File: src/include/wdru_pkg.sv
package wdru_pkg;
    // system clock
    localparam int CLK_HZ = 125_000_000;
    localparam int CLK_PERIOD_NS = 8;
    // low-speed internal oscillator, emulated as an enable tick
    localparam int WDT_CLK_HZ = 32_000;
    localparam int OSC_DIV = CLK_HZ / WDT_CLK_HZ;
    localparam int OSC_DIV_W = 12;
    // key fault reset delay, a least time so it rounds up
    localparam int KEY_DELAY_NS = 1_000;
    localparam int KEY_DELAY_CYC = (KEY_DELAY_NS + CLK_PERIOD_NS - 1) / CLK_PERIOD_NS;
    localparam int KEY_DELAY_W = 16;
    // watchdog counter
    localparam int CNT_W = 18;
    localparam int SEL_W = 3;
    localparam int TAP_BITS [0:7] = '{8, 10, 12, 14, 15, 16, 17, 18};
    // apb map
    localparam int ADDR_W = 12;
    localparam logic [11:0] OFS_CONTROL = 12'h000;
    localparam logic [11:0] OFS_FLAGS = 12'h004;
    localparam logic [11:0] OFS_STATUS = 12'h008;
    // watchdog_control layout
    localparam int CTRL_W = 8;
    localparam int KEY_LSB = 3;
    localparam int KEY_MSB = 7;
    localparam int SEL_LSB = 0;
    localparam int SEL_MSB = 2;
    localparam logic [4:0] KEY_ENABLE = 5'h0a;
    localparam logic [4:0] KEY_DISABLE = 5'h15;
    localparam logic [7:0] CONTROL_POR = 8'h53;
    // reset_cause_flags layout
    localparam int FLAG_KEY_FAULT = 0;
    // status layout
    localparam int STS_TIMEOUT = 0;
    localparam int STS_POWER_DOWN = 1;
    localparam int STS_RUNNING = 2;
    localparam int STS_KEY_PENDING = 3;
endpackage

File: src/include/wdru_wdt_if.sv
`timescale 1ns/100ps
interface wdru_wdt_if;
    logic ce;
    logic tick;
    logic clear;
    logic enable;
    logic [wdru_pkg::SEL_W-1:0] sel;
    logic timeout;
    modport ctl (output ce, output clear, output enable, output sel, input tick, input timeout);
    modport osc (input ce, output tick);
    modport cnt (input ce, input tick, input clear, input enable, input sel, output timeout);
endinterface

File: src/hw/wdru_osc_tick.sv
`timescale 1ns/100ps
module wdru_osc_tick #(
    parameter int DIV = wdru_pkg::OSC_DIV
)(
    input wire logic clk,
    input wire logic rst_b,
    wdru_wdt_if.osc wd
);
    logic [wdru_pkg::OSC_DIV_W-1:0] div_ff;
    logic tick_ff;

    // free-running divider; runs regardless of the key so the tick phase never drifts
    always_ff @(posedge clk or negedge rst_b)
    begin
        if (!rst_b)
        begin
            div_ff <= '0;
            tick_ff <= 1'b0;
        end
        else if (wd.ce)
        begin
            if (div_ff == wdru_pkg::OSC_DIV_W'(DIV - 1))
            begin
                div_ff <= '0;
                tick_ff <= 1'b1;
            end
            else
            begin
                div_ff <= div_ff + 1'b1;
                tick_ff <= 1'b0;
            end
        end
    end

    assign wd.tick = tick_ff;
endmodule

File: src/hw/wdru_counter.sv
`timescale 1ns/100ps
module wdru_counter #(
    parameter int CNT_W = wdru_pkg::CNT_W
)(
    input wire logic clk,
    input wire logic rst_b,
    wdru_wdt_if.cnt wd
);
    logic [CNT_W-1:0] count_ff;
    logic timeout_ff;
    logic [CNT_W-1:0] tap_mask;
    logic carry;

    // low bits covered by the selected tap; carry when they are all ones
    always_comb
    begin
        tap_mask = ~({CNT_W{1'b1}} << wdru_pkg::TAP_BITS[wd.sel]);
        carry = &(count_ff | ~tap_mask);
    end

    // clear wins over counting so a restart never loses to a tick
    always_ff @(posedge clk or negedge rst_b)
    begin
        if (!rst_b)
            count_ff <= '0;
        else if (wd.ce)
        begin
            if (wd.clear)
                count_ff <= '0;
            else if (wd.enable && wd.tick)
                count_ff <= count_ff + 1'b1;
        end
    end

    // one-cycle time-out pulse on the carry out of the selected tap
    always_ff @(posedge clk or negedge rst_b)
    begin
        if (!rst_b)
            timeout_ff <= 1'b0;
        else if (wd.ce)
            timeout_ff <= !wd.clear && wd.enable && wd.tick && carry;
    end

    assign wd.timeout = timeout_ff;
endmodule

File: src/hw/wdru_top.sv
// How it works
// - counter advances on a ~32 kHz tick divided down from the system clock
// - key field 01010 enables the watchdog and lets it count
// - key field 10101 disables the watchdog
// - any other key value gives a full device reset after a fixed delay
// - an invalid-key reset sets bit 0 of reset_cause_flags
// - that flag is sticky, zero at power-on, cleared only by writing zero
// - period select picks 2^8,10,12,14,15,16,17,18 watchdog clock periods
// - at power-on the key is the enable code and period select is 011
// - time-out in normal running resets the device and sets the time-out flag
// - time-out in sleep or idle sets the flag and clears only PC and SP
// - count cleared by key fault, clear instruction, halt, or reset pin low
// - bits 7 to 3 of reset_cause_flags read as zero
// - power-on reset forces the program counter to zero
// - power-on sets all port data and direction bits high, pins as inputs
// - halt clears the count, sets power-down flag, clears time-out flag
`timescale 1ns/100ps
module wdru_top #(
    parameter int KEY_DELAY = wdru_pkg::KEY_DELAY_CYC,
    // system clocks per watchdog clock period; follows the system clock rate
    parameter int TICK_DIV = wdru_pkg::OSC_DIV
)(
    input wire logic CLK_SYS,
    input wire logic RST_B,
    input wire logic CE,
    input wire logic PSEL,
    input wire logic PENABLE,
    input wire logic PWRITE,
    input wire logic [wdru_pkg::ADDR_W-1:0] PADDR,
    input wire logic [31:0] PWDATA,
    output logic [31:0] PRDATA,
    output logic PREADY,
    output logic PSLVERR,
    input wire logic CLEAR_WATCHDOG_INSTR,
    input wire logic HALT_INSTR,
    input wire logic SLEEP_IDLE,
    input wire logic EXTERNAL_RESET_PIN_B,
    output logic DEVICE_RESET,
    output logic PC_SP_CLEAR,
    output logic PC_FORCE_ZERO,
    output logic PORT_INPUT_INIT,
    output logic TIMEOUT_STATUS_FLAG,
    output logic POWER_DOWN_FLAG
);
    wdru_wdt_if wd ();

    logic [wdru_pkg::CTRL_W-1:0] ctrl_ff;
    logic key_fault_reset_flag_ff;
    logic timeout_status_flag_ff;
    logic power_down_flag_ff;
    logic key_pending_ff;
    logic [wdru_pkg::KEY_DELAY_W-1:0] key_cnt_ff;
    logic [31:0] prdata_ff;
    logic pready_ff;
    logic pslverr_ff;
    logic device_reset_ff;
    logic pc_sp_clear_ff;
    logic pc_force_zero_ff;
    logic port_input_init_ff;

    logic [4:0] key;
    logic key_valid;
    logic key_fire;
    logic wd_timeout;
    logic full_reset;
    logic apb_access;
    logic apb_done;
    logic wr_ctrl;
    logic wr_flags;
    logic mapped;
    logic [31:0] nxt_prdata;

    // key decode
    always_comb
    begin
        key = ctrl_ff[wdru_pkg::KEY_MSB:wdru_pkg::KEY_LSB];
        key_valid = (key == wdru_pkg::KEY_ENABLE) || (key == wdru_pkg::KEY_DISABLE);
        key_fire = key_pending_ff && (key_cnt_ff == wdru_pkg::KEY_DELAY_W'(KEY_DELAY - 1));
        wd_timeout = wd.timeout;
        full_reset = key_fire || (wd_timeout && !SLEEP_IDLE);
    end

    // apb phases; writes land on the completing edge only
    always_comb
    begin
        apb_access = PSEL && PENABLE && !pready_ff;
        apb_done = PSEL && PENABLE && pready_ff;
        wr_ctrl = apb_done && PWRITE && (PADDR == wdru_pkg::OFS_CONTROL);
        wr_flags = apb_done && PWRITE && (PADDR == wdru_pkg::OFS_FLAGS);
        mapped = (PADDR == wdru_pkg::OFS_CONTROL) || (PADDR == wdru_pkg::OFS_FLAGS)
            || (PADDR == wdru_pkg::OFS_STATUS);
    end

    // read mux; status is read-only, writes to it are dropped silently
    always_comb
    begin
        nxt_prdata = 32'h0000_0000;
        case (PADDR)
            wdru_pkg::OFS_CONTROL:
                nxt_prdata[wdru_pkg::CTRL_W-1:0] = ctrl_ff;
            wdru_pkg::OFS_FLAGS:
                nxt_prdata[wdru_pkg::FLAG_KEY_FAULT] = key_fault_reset_flag_ff;
            wdru_pkg::OFS_STATUS:
            begin
                nxt_prdata[wdru_pkg::STS_TIMEOUT] = timeout_status_flag_ff;
                nxt_prdata[wdru_pkg::STS_POWER_DOWN] = power_down_flag_ff;
                nxt_prdata[wdru_pkg::STS_RUNNING] = wd.enable;
                nxt_prdata[wdru_pkg::STS_KEY_PENDING] = key_pending_ff;
            end
            default:
                nxt_prdata = 32'h0000_0000;
        endcase
    end

    // apb slave: one wait state, pready and read data from flops
    always_ff @(posedge CLK_SYS or negedge RST_B)
    begin
        if (!RST_B)
        begin
            pready_ff <= 1'b0;
            pslverr_ff <= 1'b0;
            prdata_ff <= 32'h0000_0000;
        end
        else if (CE)
        begin
            if (apb_access)
            begin
                pready_ff <= 1'b1;
                pslverr_ff <= !mapped;
                prdata_ff <= PWRITE ? 32'h0000_0000 : nxt_prdata;
            end
            else
            begin
                pready_ff <= 1'b0;
                pslverr_ff <= 1'b0;
            end
        end
    end

    // control register; a full reset restores power-on contents over any write
    always_ff @(posedge CLK_SYS or negedge RST_B)
    begin
        if (!RST_B)
            ctrl_ff <= wdru_pkg::CONTROL_POR;
        else if (CE)
        begin
            if (full_reset)
                ctrl_ff <= wdru_pkg::CONTROL_POR;
            else if (wr_ctrl)
                ctrl_ff <= PWDATA[wdru_pkg::CTRL_W-1:0];
        end
    end

    // invalid key delay; fixing the key before expiry cancels the reset
    always_ff @(posedge CLK_SYS or negedge RST_B)
    begin
        if (!RST_B)
        begin
            key_pending_ff <= 1'b0;
            key_cnt_ff <= '0;
        end
        else if (CE)
        begin
            if (key_valid || key_fire)
            begin
                key_pending_ff <= 1'b0;
                key_cnt_ff <= '0;
            end
            else if (!key_pending_ff)
                key_pending_ff <= 1'b1;
            else
                key_cnt_ff <= key_cnt_ff + 1'b1;
        end
    end

    // key fault flag; the hardware set wins over a software clear
    always_ff @(posedge CLK_SYS or negedge RST_B)
    begin
        if (!RST_B)
            key_fault_reset_flag_ff <= 1'b0;
        else if (CE)
        begin
            if (key_fire)
                key_fault_reset_flag_ff <= 1'b1;
            else if (wr_flags && !PWDATA[wdru_pkg::FLAG_KEY_FAULT])
                key_fault_reset_flag_ff <= 1'b0;
        end
    end

    // time-out flag; a time-out in the halt cycle keeps it set
    always_ff @(posedge CLK_SYS or negedge RST_B)
    begin
        if (!RST_B)
            timeout_status_flag_ff <= 1'b0;
        else if (CE)
        begin
            if (wd_timeout)
                timeout_status_flag_ff <= 1'b1;
            else if (HALT_INSTR)
                timeout_status_flag_ff <= 1'b0;
        end
    end

    // power-down flag: halt sets, clear instruction clears
    always_ff @(posedge CLK_SYS or negedge RST_B)
    begin
        if (!RST_B)
            power_down_flag_ff <= 1'b0;
        else if (CE)
        begin
            if (HALT_INSTR)
                power_down_flag_ff <= 1'b1;
            else if (CLEAR_WATCHDOG_INSTR)
                power_down_flag_ff <= 1'b0;
        end
    end

    // reset strobes towards the core
    always_ff @(posedge CLK_SYS or negedge RST_B)
    begin
        if (!RST_B)
        begin
            device_reset_ff <= 1'b0;
            pc_sp_clear_ff <= 1'b0;
        end
        else if (CE)
        begin
            device_reset_ff <= full_reset;
            pc_sp_clear_ff <= wd_timeout && SLEEP_IDLE && !key_fire;
        end
    end

    // power-on strobes, high from reset until the first enabled edge
    always_ff @(posedge CLK_SYS or negedge RST_B)
    begin
        if (!RST_B)
        begin
            pc_force_zero_ff <= 1'b1;
            port_input_init_ff <= 1'b1;
        end
        else if (CE)
        begin
            pc_force_zero_ff <= full_reset;
            port_input_init_ff <= 1'b0;
        end
    end

    // counter controls
    always_comb
    begin
        wd.ce = CE;
        // count clear; a time-out also restarts the count
        wd.clear = key_fire || CLEAR_WATCHDOG_INSTR || HALT_INSTR || !EXTERNAL_RESET_PIN_B || wd_timeout;
        // run only on the enable code
        wd.enable = (key == wdru_pkg::KEY_ENABLE);
        wd.sel = ctrl_ff[wdru_pkg::SEL_MSB:wdru_pkg::SEL_LSB];
    end

    wdru_osc_tick #(
        .DIV(TICK_DIV)
    ) u_osc (
        .clk(CLK_SYS),
        .rst_b(RST_B),
        .wd(wd.osc)
    );

    wdru_counter #(
        .CNT_W(wdru_pkg::CNT_W)
    ) u_cnt (
        .clk(CLK_SYS),
        .rst_b(RST_B),
        .wd(wd.cnt)
    );

    // outputs straight from flops
    assign PRDATA = prdata_ff;
    assign PREADY = pready_ff;
    assign PSLVERR = pslverr_ff;
    assign DEVICE_RESET = device_reset_ff;
    assign PC_SP_CLEAR = pc_sp_clear_ff;
    assign PC_FORCE_ZERO = pc_force_zero_ff;
    assign PORT_INPUT_INIT = port_input_init_ff;
    assign TIMEOUT_STATUS_FLAG = timeout_status_flag_ff;
    assign POWER_DOWN_FLAG = power_down_flag_ff;
endmodule

File: config.mk
export PLATFORM = sky130hd
export DESIGN_NAME = wdru_top
export DESIGN_NICKNAME = d
export VERILOG_FILES = /design/src/include/wdru_pkg.sv /design/src/include/wdru_wdt_if.sv /design/src/hw/wdru_osc_tick.sv /design/src/hw/wdru_counter.sv /design/src/hw/wdru_top.sv
export SDC_FILE = /design/constraint.sdc
export NUM_CORES = 1
export LEC_CHECK = 0
export ABC_AREA = 1
export CELL_PAD_IN_SITES_DETAIL_PLACEMENT = 1
export CELL_PAD_IN_SITES_GLOBAL_PLACEMENT = 1
export CORE_ASPECT_RATIO = 0.6
export CORE_UTILIZATION = 40
export CTS_BUF_LIST = sky130_fd_sc_hd__clkbuf_4 sky130_fd_sc_hd__clkbuf_8 sky130_fd_sc_hd__clkbuf_16
export DETAILED_ROUTE_END_ITERATION = 10
export DONT_BUFFER_PORTS = 1
export MAX_ROUTING_LAYER = met4
export PLACE_DENSITY_LB_ADDON = 0.15
export SETUP_SLACK_MARGIN = 0.02
export SYNTH_ARGS = -nofsm -noshare
export SYNTH_HDL_FRONTEND = slang
export SYNTH_SLANG_ARGS = --single-unit
File: constraint.sdc
create_clock -name CLK_SYS -period 2.1 [get_ports CLK_SYS]
set_input_delay 0.21 -clock CLK_SYS [delete_from_list [all_inputs] [get_ports CLK_SYS]]
set_output_delay 0.21 -clock CLK_SYS [all_outputs]
set_load 0.05 [all_outputs]
* Word-level counts from Yosys, hierarchy flattened
Memory sizes are Yosys's and may differ from the RTL's.
Index checks and enable logic that the tools add are counted.
** Storage, ports and cells
- RAM bits :: 0
- Bits in registers :: 98
- Memory bits (read-only) :: 256
- Memories kept :: 1
- Input bits :: 54
- Output and inout bits :: 40
- Word-level logic and storage cells :: 102
- Latch bits :: 0
** Cells by class
- Eq/ne operators :: 6
- Magnitude comparators :: 1
- Mux-type cells :: 23
- Add/subtract/negate cells :: 3
- Bitwise logic cells :: 4
- Reduce and logical (&&, ||, !) cells :: 46
- $mul :: 0
- Div/mod/pow operators :: 0
- Shifts and indexed selects :: 1
** Memories
- (no name shown) :: words 8, width 32, read ports 1, clocked after memory_dff 0, wr ports 0, line wdru_counter.sv:17 : tap_mask = ~({CNT_W{1'b1}} << wdru_pkg::TAP_BITS[wd.sel]);
** Operators with widths (number)
- 2-to-1 mux 32 bit :: 2
- 2-to-1 mux 18 bit :: 2
- NOT 18 bit :: 2
- 2-to-1 mux 16 bit :: 2
- << shifter 18 x 32 -> 18 bit, first input constant :: 1
- 2-to-1 mux 8 bit :: 3
- adder 18 x 1 -> 18 bit, second input constant :: 1
- bitwise OR 18 bit :: 1
- AND reduction 18 bit :: 1
- adder 16 x 1 -> 16 bit, second input constant :: 1
- equality test 16 x 7 -> 1 bit, second input constant :: 1
- logical AND 1 bit :: 15
- AND reduction 2 bit :: 7
- adder 12 x 1 -> 12 bit, second input constant :: 1
- equality test 12 bit, second input constant :: 1
- equality test 12 x 3 -> 1 bit, second input constant :: 1
- equality test 12 x 4 -> 1 bit, second input constant :: 1
- zero test 12 bit :: 1
- 2-to-1 mux 12 bit :: 1
- nonzero test 2 bit :: 6
- 2-to-1 mux 1 bit :: 10
- logical OR 1 bit :: 9
- zero test 1 bit :: 7
- case mux 3 bit (2 select lines) :: 1
- other kinds (6) :: 6

* Longest topological paths before layout
- Depth after elaboration :: 10
- Depth in mapped cells :: 12
- Gate-level depth less buffers :: 12

* Modules after synthesis
Synthesis repeated with hierarchy kept, for this count alone.
** Second synthesis, totals
- Cell total of the unflattened synthesis :: 665
- Area total of the unflattened synthesis :: 4737.0 um2
** Modules (own cells, without submodules)
- wdru_top :: cells an instance 374, area each 2698.8 um2, times used 1
- wdru_counter :: cells an instance 193, area each 1280.0 um2, times used 1
- wdru_osc_tick :: cells an instance 98, area each 758.2 um2, times used 1

* Least setup slack after synthesis
Ideal clock, no wire load.
- Path type :: register to register
- Start point :: register pready_ff, in the netlist PREADY
- End point :: register prdata_ff[4], in the netlist PRDATA[4]
- Setup time :: 74 ps
- Stages on the path, launching flop included :: 7
- Arrival :: 1464 ps
- Path slack :: 562 ps
- Clock period less this slack :: 1538 ps
- Cells stage by stage :: dfrtp_1 nor3_4 inv_2 or2_4 nor2_8 inv_2 o21ai_2
** Between the ends
- Longest elaborated chain between the ends :: 3
** RTL lines
- start, declared :: line wdru_top.sv:54 : logic pready_ff;
- start signal, assigned :: line wdru_top.sv:120 : pready_ff <= 1'b0;
- start signal, assigned :: line wdru_top.sv:128 : pready_ff <= 1'b1;
- start signal, assigned :: line wdru_top.sv:134 : pready_ff <= 1'b0;
- zero test 1 bit :: line wdru_top.sv:86 : apb_access = PSEL && PENABLE && !pready_ff;
- logical AND 1 bit :: line wdru_top.sv:86
- AND reduction 2 bit (no line)
- end signal, assigned :: line wdru_top.sv:130 : prdata_ff <= PWRITE ? 32'h0000_0000 : nxt_prdata;
- end, declared :: line wdru_top.sv:53 : logic [31:0] prdata_ff;
No other way between the ends.
A chain may end at the register's enable or synchronous reset.

* Worst setup path after layout
- Start point :: register u_cnt.count_ff[0]
- End point :: register u_cnt.count_ff[16]
** Between the ends
- Longest elaborated chain between the ends :: 3
** RTL lines
- start, declared :: line wdru_counter.sv:9 : logic [CNT_W-1:0] count_ff;
- start signal, assigned :: line wdru_counter.sv:31 : count_ff <= count_ff + 1'b1;
- adder 18 x 1 -> 18 bit :: line wdru_counter.sv:31
- 2-to-1 mux 18 bit :: line wdru_counter.sv:30 : else if (wd.enable && wd.tick)
- 2-to-1 mux 18 bit :: line wdru_counter.sv:28 : if (wd.clear)
No other way between the ends. The select of a mux whose other input is x is not followed.

==> results by group <==
Layout
  • Final core utilization: 45.1%
  • Share of layout cells above drive strength 1: 9.09%
  • Antenna diodes: 0
  • Area of the multi-input gates: 0.00237 mm2
  • Fin nets: 705
  • Post-Layout Cell Count: 809
  • Post-layout instance area: 0.00510 mm2
  • Layout area overhead: 10.1%
  • Sequential cell area: 0.00186 mm2
  • Fillers: 1432

GRT
  • Total gr overflow: 0
  • Largest net degree at the start of global routing: 75
  • GR Util met3: 5.87%
  • Vias in the first global route: 4174
  • Met2 Track Usage GR: 35.4%
  • Gr usage total: 24.1%
  • Met1 usage in global routing: 33.1%
  • Most Crowded Layer GR: met2
  • First-pass GRT wire length: 21.6 mm
  • Initial antenna violation count: 0

STA
  • Period utilization: 90.5%
  • Fin crit period: 1900 ps
  • Worst Tran Pin Value: 558 ps
  • Final hold violation count: 0
  • Normalized max-slew margin: 62.8%
  • Max Freq: 526 MHz
  • Clk_skew: 9.00 ps
  • Setup violators final: 0
  • Final TNS setup: 0 ps
  • RSZ-0062 raised after global routing: no
  • Number of max-slew violations in the final report: 0

Floorplan
  • Die H: 85.4 um
  • Die X: 141 um
  • Initial Util: 41.0%
  • I/O pins: 94
  • Placeable Area: 0.0113 mm2
  • Core Rows: 30
  • Die area: 0.0120 mm2

Power and ir drop
  • PwrDens: 724 mW/mm2
  • Lkg Pwr: 2.41 nW
  • Overall power: 3.69 mW
  • Max IR drop VDD: 0.429 mV

Worst setup path
  • Worst EP arrival: 2170 ps
  • Kind of end point of the critical path: register
  • CP Data Required Time: 2370 ps
  • Slowest stage cell, crit path: dfrtp_1
  • CP cell instances: ha_1 -> nand2_1 -> nor2_1 -> nand2_1 -> nor2_1 -> nand2_1 -> nand2_1 -> nand2_1 -> o21ai_2
  • CP Max Fanout: 8
  • CP max stage delay: 510 ps
  • Type of the worst setup path: reg2reg
  • Cell repeated most along the worst path: nand2_1
  • CP Launch Type: register

Place
  • Post-DP HPWL: 9.45 mm
  • Port bufs: 0
  • Cell Area, Placed: 0.00468 mm2
  • Placer Congestion: 0.826
  • Placed insts: 786

Clocking
  • Post-CTS Repair Setup Buffers: 0
  • CTS tree: done
  • Worst-skew pair later-pin latency: 350 ps
  • H-tree depth: 3
  • Root Buffer Master: clkbuf_16
  • Num CTS Buffers: 9
  • Clk slew on worst S/H paths: 60 ps
  • Sink Count: 74
  • Clock buffer depth: 2

Job
  • Max Cap Viol: 0

Routing
  • WL final: 12.8 mm
  • Detailed-router iteration count before antenna repair: 4
  • Vias per cell: 4.99
  • DRC errors left: 0
  • Vias: 4040
  • Average wire per standard cell: 15.8 um
  • DR iter-0 viols: 192
  • Antenna-violating nets left: 0

Yosys
  • FF+latch count, synth: 74
  • Yosys warns: 0
  • Area leader, netlist: dfrtp_1
  • Count of cell types in the netlist: 38
  • Register area share after synthesis: 40.1%
  • Post-synth top area share: 36.7%
  • Post-synthesis cell area: 0.00463 mm2
  • Syn Inst Count: 635
  • Mean Syn Cell Area: 7.29 um2
  • Synth area leaders: dfrtp_1 (37%), nand2_1 (16%), nor2_1 (7.7%), nand3_1 (5.2%), inv_1 (4.9%)

Min path
  • Hold crit path type: in2reg

Outcome
  • Status: finished clean
==> per-stage QoR <==
step                hold slack, ps  worst slack [ps]
global placement             -83.6               261
global route                  8.29              28.6
CTS                           6.52               159
detailed placement           -84.0               196
floorplan                    -85.6               562
finish                        6.11               200
==> cell usage in the layout (no fill, tap or decap), drive strengths merged <==
| master | Yosys | final |
|---|---|---|
| nand2 | 201 | 201 |
| nor2 | 101 | 101 |
| dfrtp | 68 | 68 |
| inv | 64 | 67 |
| nand3 | 48 | 48 |
| o21ai | 38 | 38 |
| conb | 1 | 24 |
| xor2 | 21 | 21 |
| nand4 | 14 | 14 |
| clkbuf | 2 | 9 |
| nor3 | 8 | 8 |
| ha | 7 | 7 |
| dfstp | 6 | 6 |
| dlygate4sd3 | 0 | 6 |
| a21oi | 5 | 5 |
| o211ai | 5 | 5 |
| xnor2 | 4 | 4 |
| buf | 32 | 3 |
| nor3b | 2 | 2 |
| nor4 | 2 | 2 |
| bufinv | 0 | 2 |
| or2 | 2 | 2 |
| a22o | 1 | 1 |
| o22ai | 1 | 1 |
| o21bai | 1 | 1 |
| a31oi | 1 | 1 |
| clkinv | 0 | 1 |
| clkinvlp | 0 | 1 |
==> routing by layer <==
| metal | vias to the layer above | part of all wire, % | wire length [um] |
|---|---|---|---|
| li1 | 1983 | - | - |
| met1 | 1970 | 51 | 6500 |
| met2 | 77 | 42 | 5450 |
| met3 | 10 | 6.0 | 773 |
| met4 | 0 | 0.76 | 97 |
| met5 | - | 0 | 0 |
==> critical path, delay by kind of cell, from the launching register on <==
kind / cells / cell delay [ps]
AO/OA/AOI/OAI: 1 / 140
flip-flops: 1 / 510
adder cells (fa/ha/maj): 1 / 250
AND/OR/NAND/NOR: 7 / 920
==> cell families after synthesis <==
logic type / Yosys count / synth area share [%]
buf+inv: 98 / 10.7
simple gates: 378 / 35.4
xor+xnor: 25 / 4.73
compound gates: 52 / 7.05
other cells: 1 / 0.0810
fa+ha+maj: 7 / 1.89
flops: 74 / 40.1
==> final timing paths <==
path	cells after the start	slack, ps	startpoint	to
min	2	6	PWDATA[6]	ctrl_ff[6]
max	9	200	u_cnt.count_ff[0]	u_cnt.count_ff[16]
max reg2reg	9	200	u_cnt.count_ff[0]	u_cnt.count_ff[16]
min in group asynchronous	2	400	RST_B	u_cnt.count_ff[15]
min reg2reg	2	510	key_fault_reset_flag_ff	key_fault_reset_flag_ff
max in group asynchronous	2	1320	RST_B	PC_FORCE_ZERO
==> layout make-up <==
cell class / instances / share of cell area [%]
Clock buffer: 9 / 4.42
Clock inverter: 7 / 1.94
Inverter: 64 / 4.76
Multi-Input combinational cell: 486 / 46.5
Sequential cell: 74 / 36.5
Tap cell: 160 / 3.93
Timing Repair Buffer: 9 / 2.01
==> flip-flops by register name, indices dropped and copies added, names as in the netlist <==
| name | count |
|---|---|
| PC_SP_CLEAR | 1 |
| POWER_DOWN_FLAG | 1 |
| u_cnt.count_ff | 18 |
| key_pending_ff | 1 |
| u_osc.wd.tick | 1 |
| PC_FORCE_ZERO | 1 |
| PRDATA | 8 |
| u_osc.div_ff | 12 |
| ctrl_ff | 8 |
| TIMEOUT_STATUS_FLAG | 1 |
| PSLVERR | 1 |
| PORT_INPUT_INIT | 1 |
| key_cnt_ff | 16 |
| DEVICE_RESET | 1 |
| PREADY | 1 |
| key_fault_reset_flag_ff | 1 |
| u_cnt.wd.timeout | 1 |
==> synthesized netlist by cell type (all sizes together) <==
cell,instances
o21ai,38
inv,64
o21bai,1
a22o,1
nor3,8
dfstp,6
a21oi,5
conb,1
buf,32
nor4,2
ha,7
o22ai,1
or2,2
o211ai,5
dfrtp,68
nand2,201
nor3b,2
nand4,14
xnor2,4
nand3,48
clkbuf,2
nor2,101
a31oi,1
xor2,21
==> what timing repair did <==
item | CTS | global route
gates resized for setup | 0 | 1
endpoints found under the setup margin | 0 | 6
hold buffers | 7 | 0
hold endpoints to repair | 83 | 0
==> power breakdown <==
part | total, mW | internal (mW) | switching [mW]
clock network | 1.71 | 1.05 | 0.660
registers | 1.61 | 1.50 | 0.113
logic | 0.374 | 0.0973 | 0.277
(Power assumes the default switching activity.)
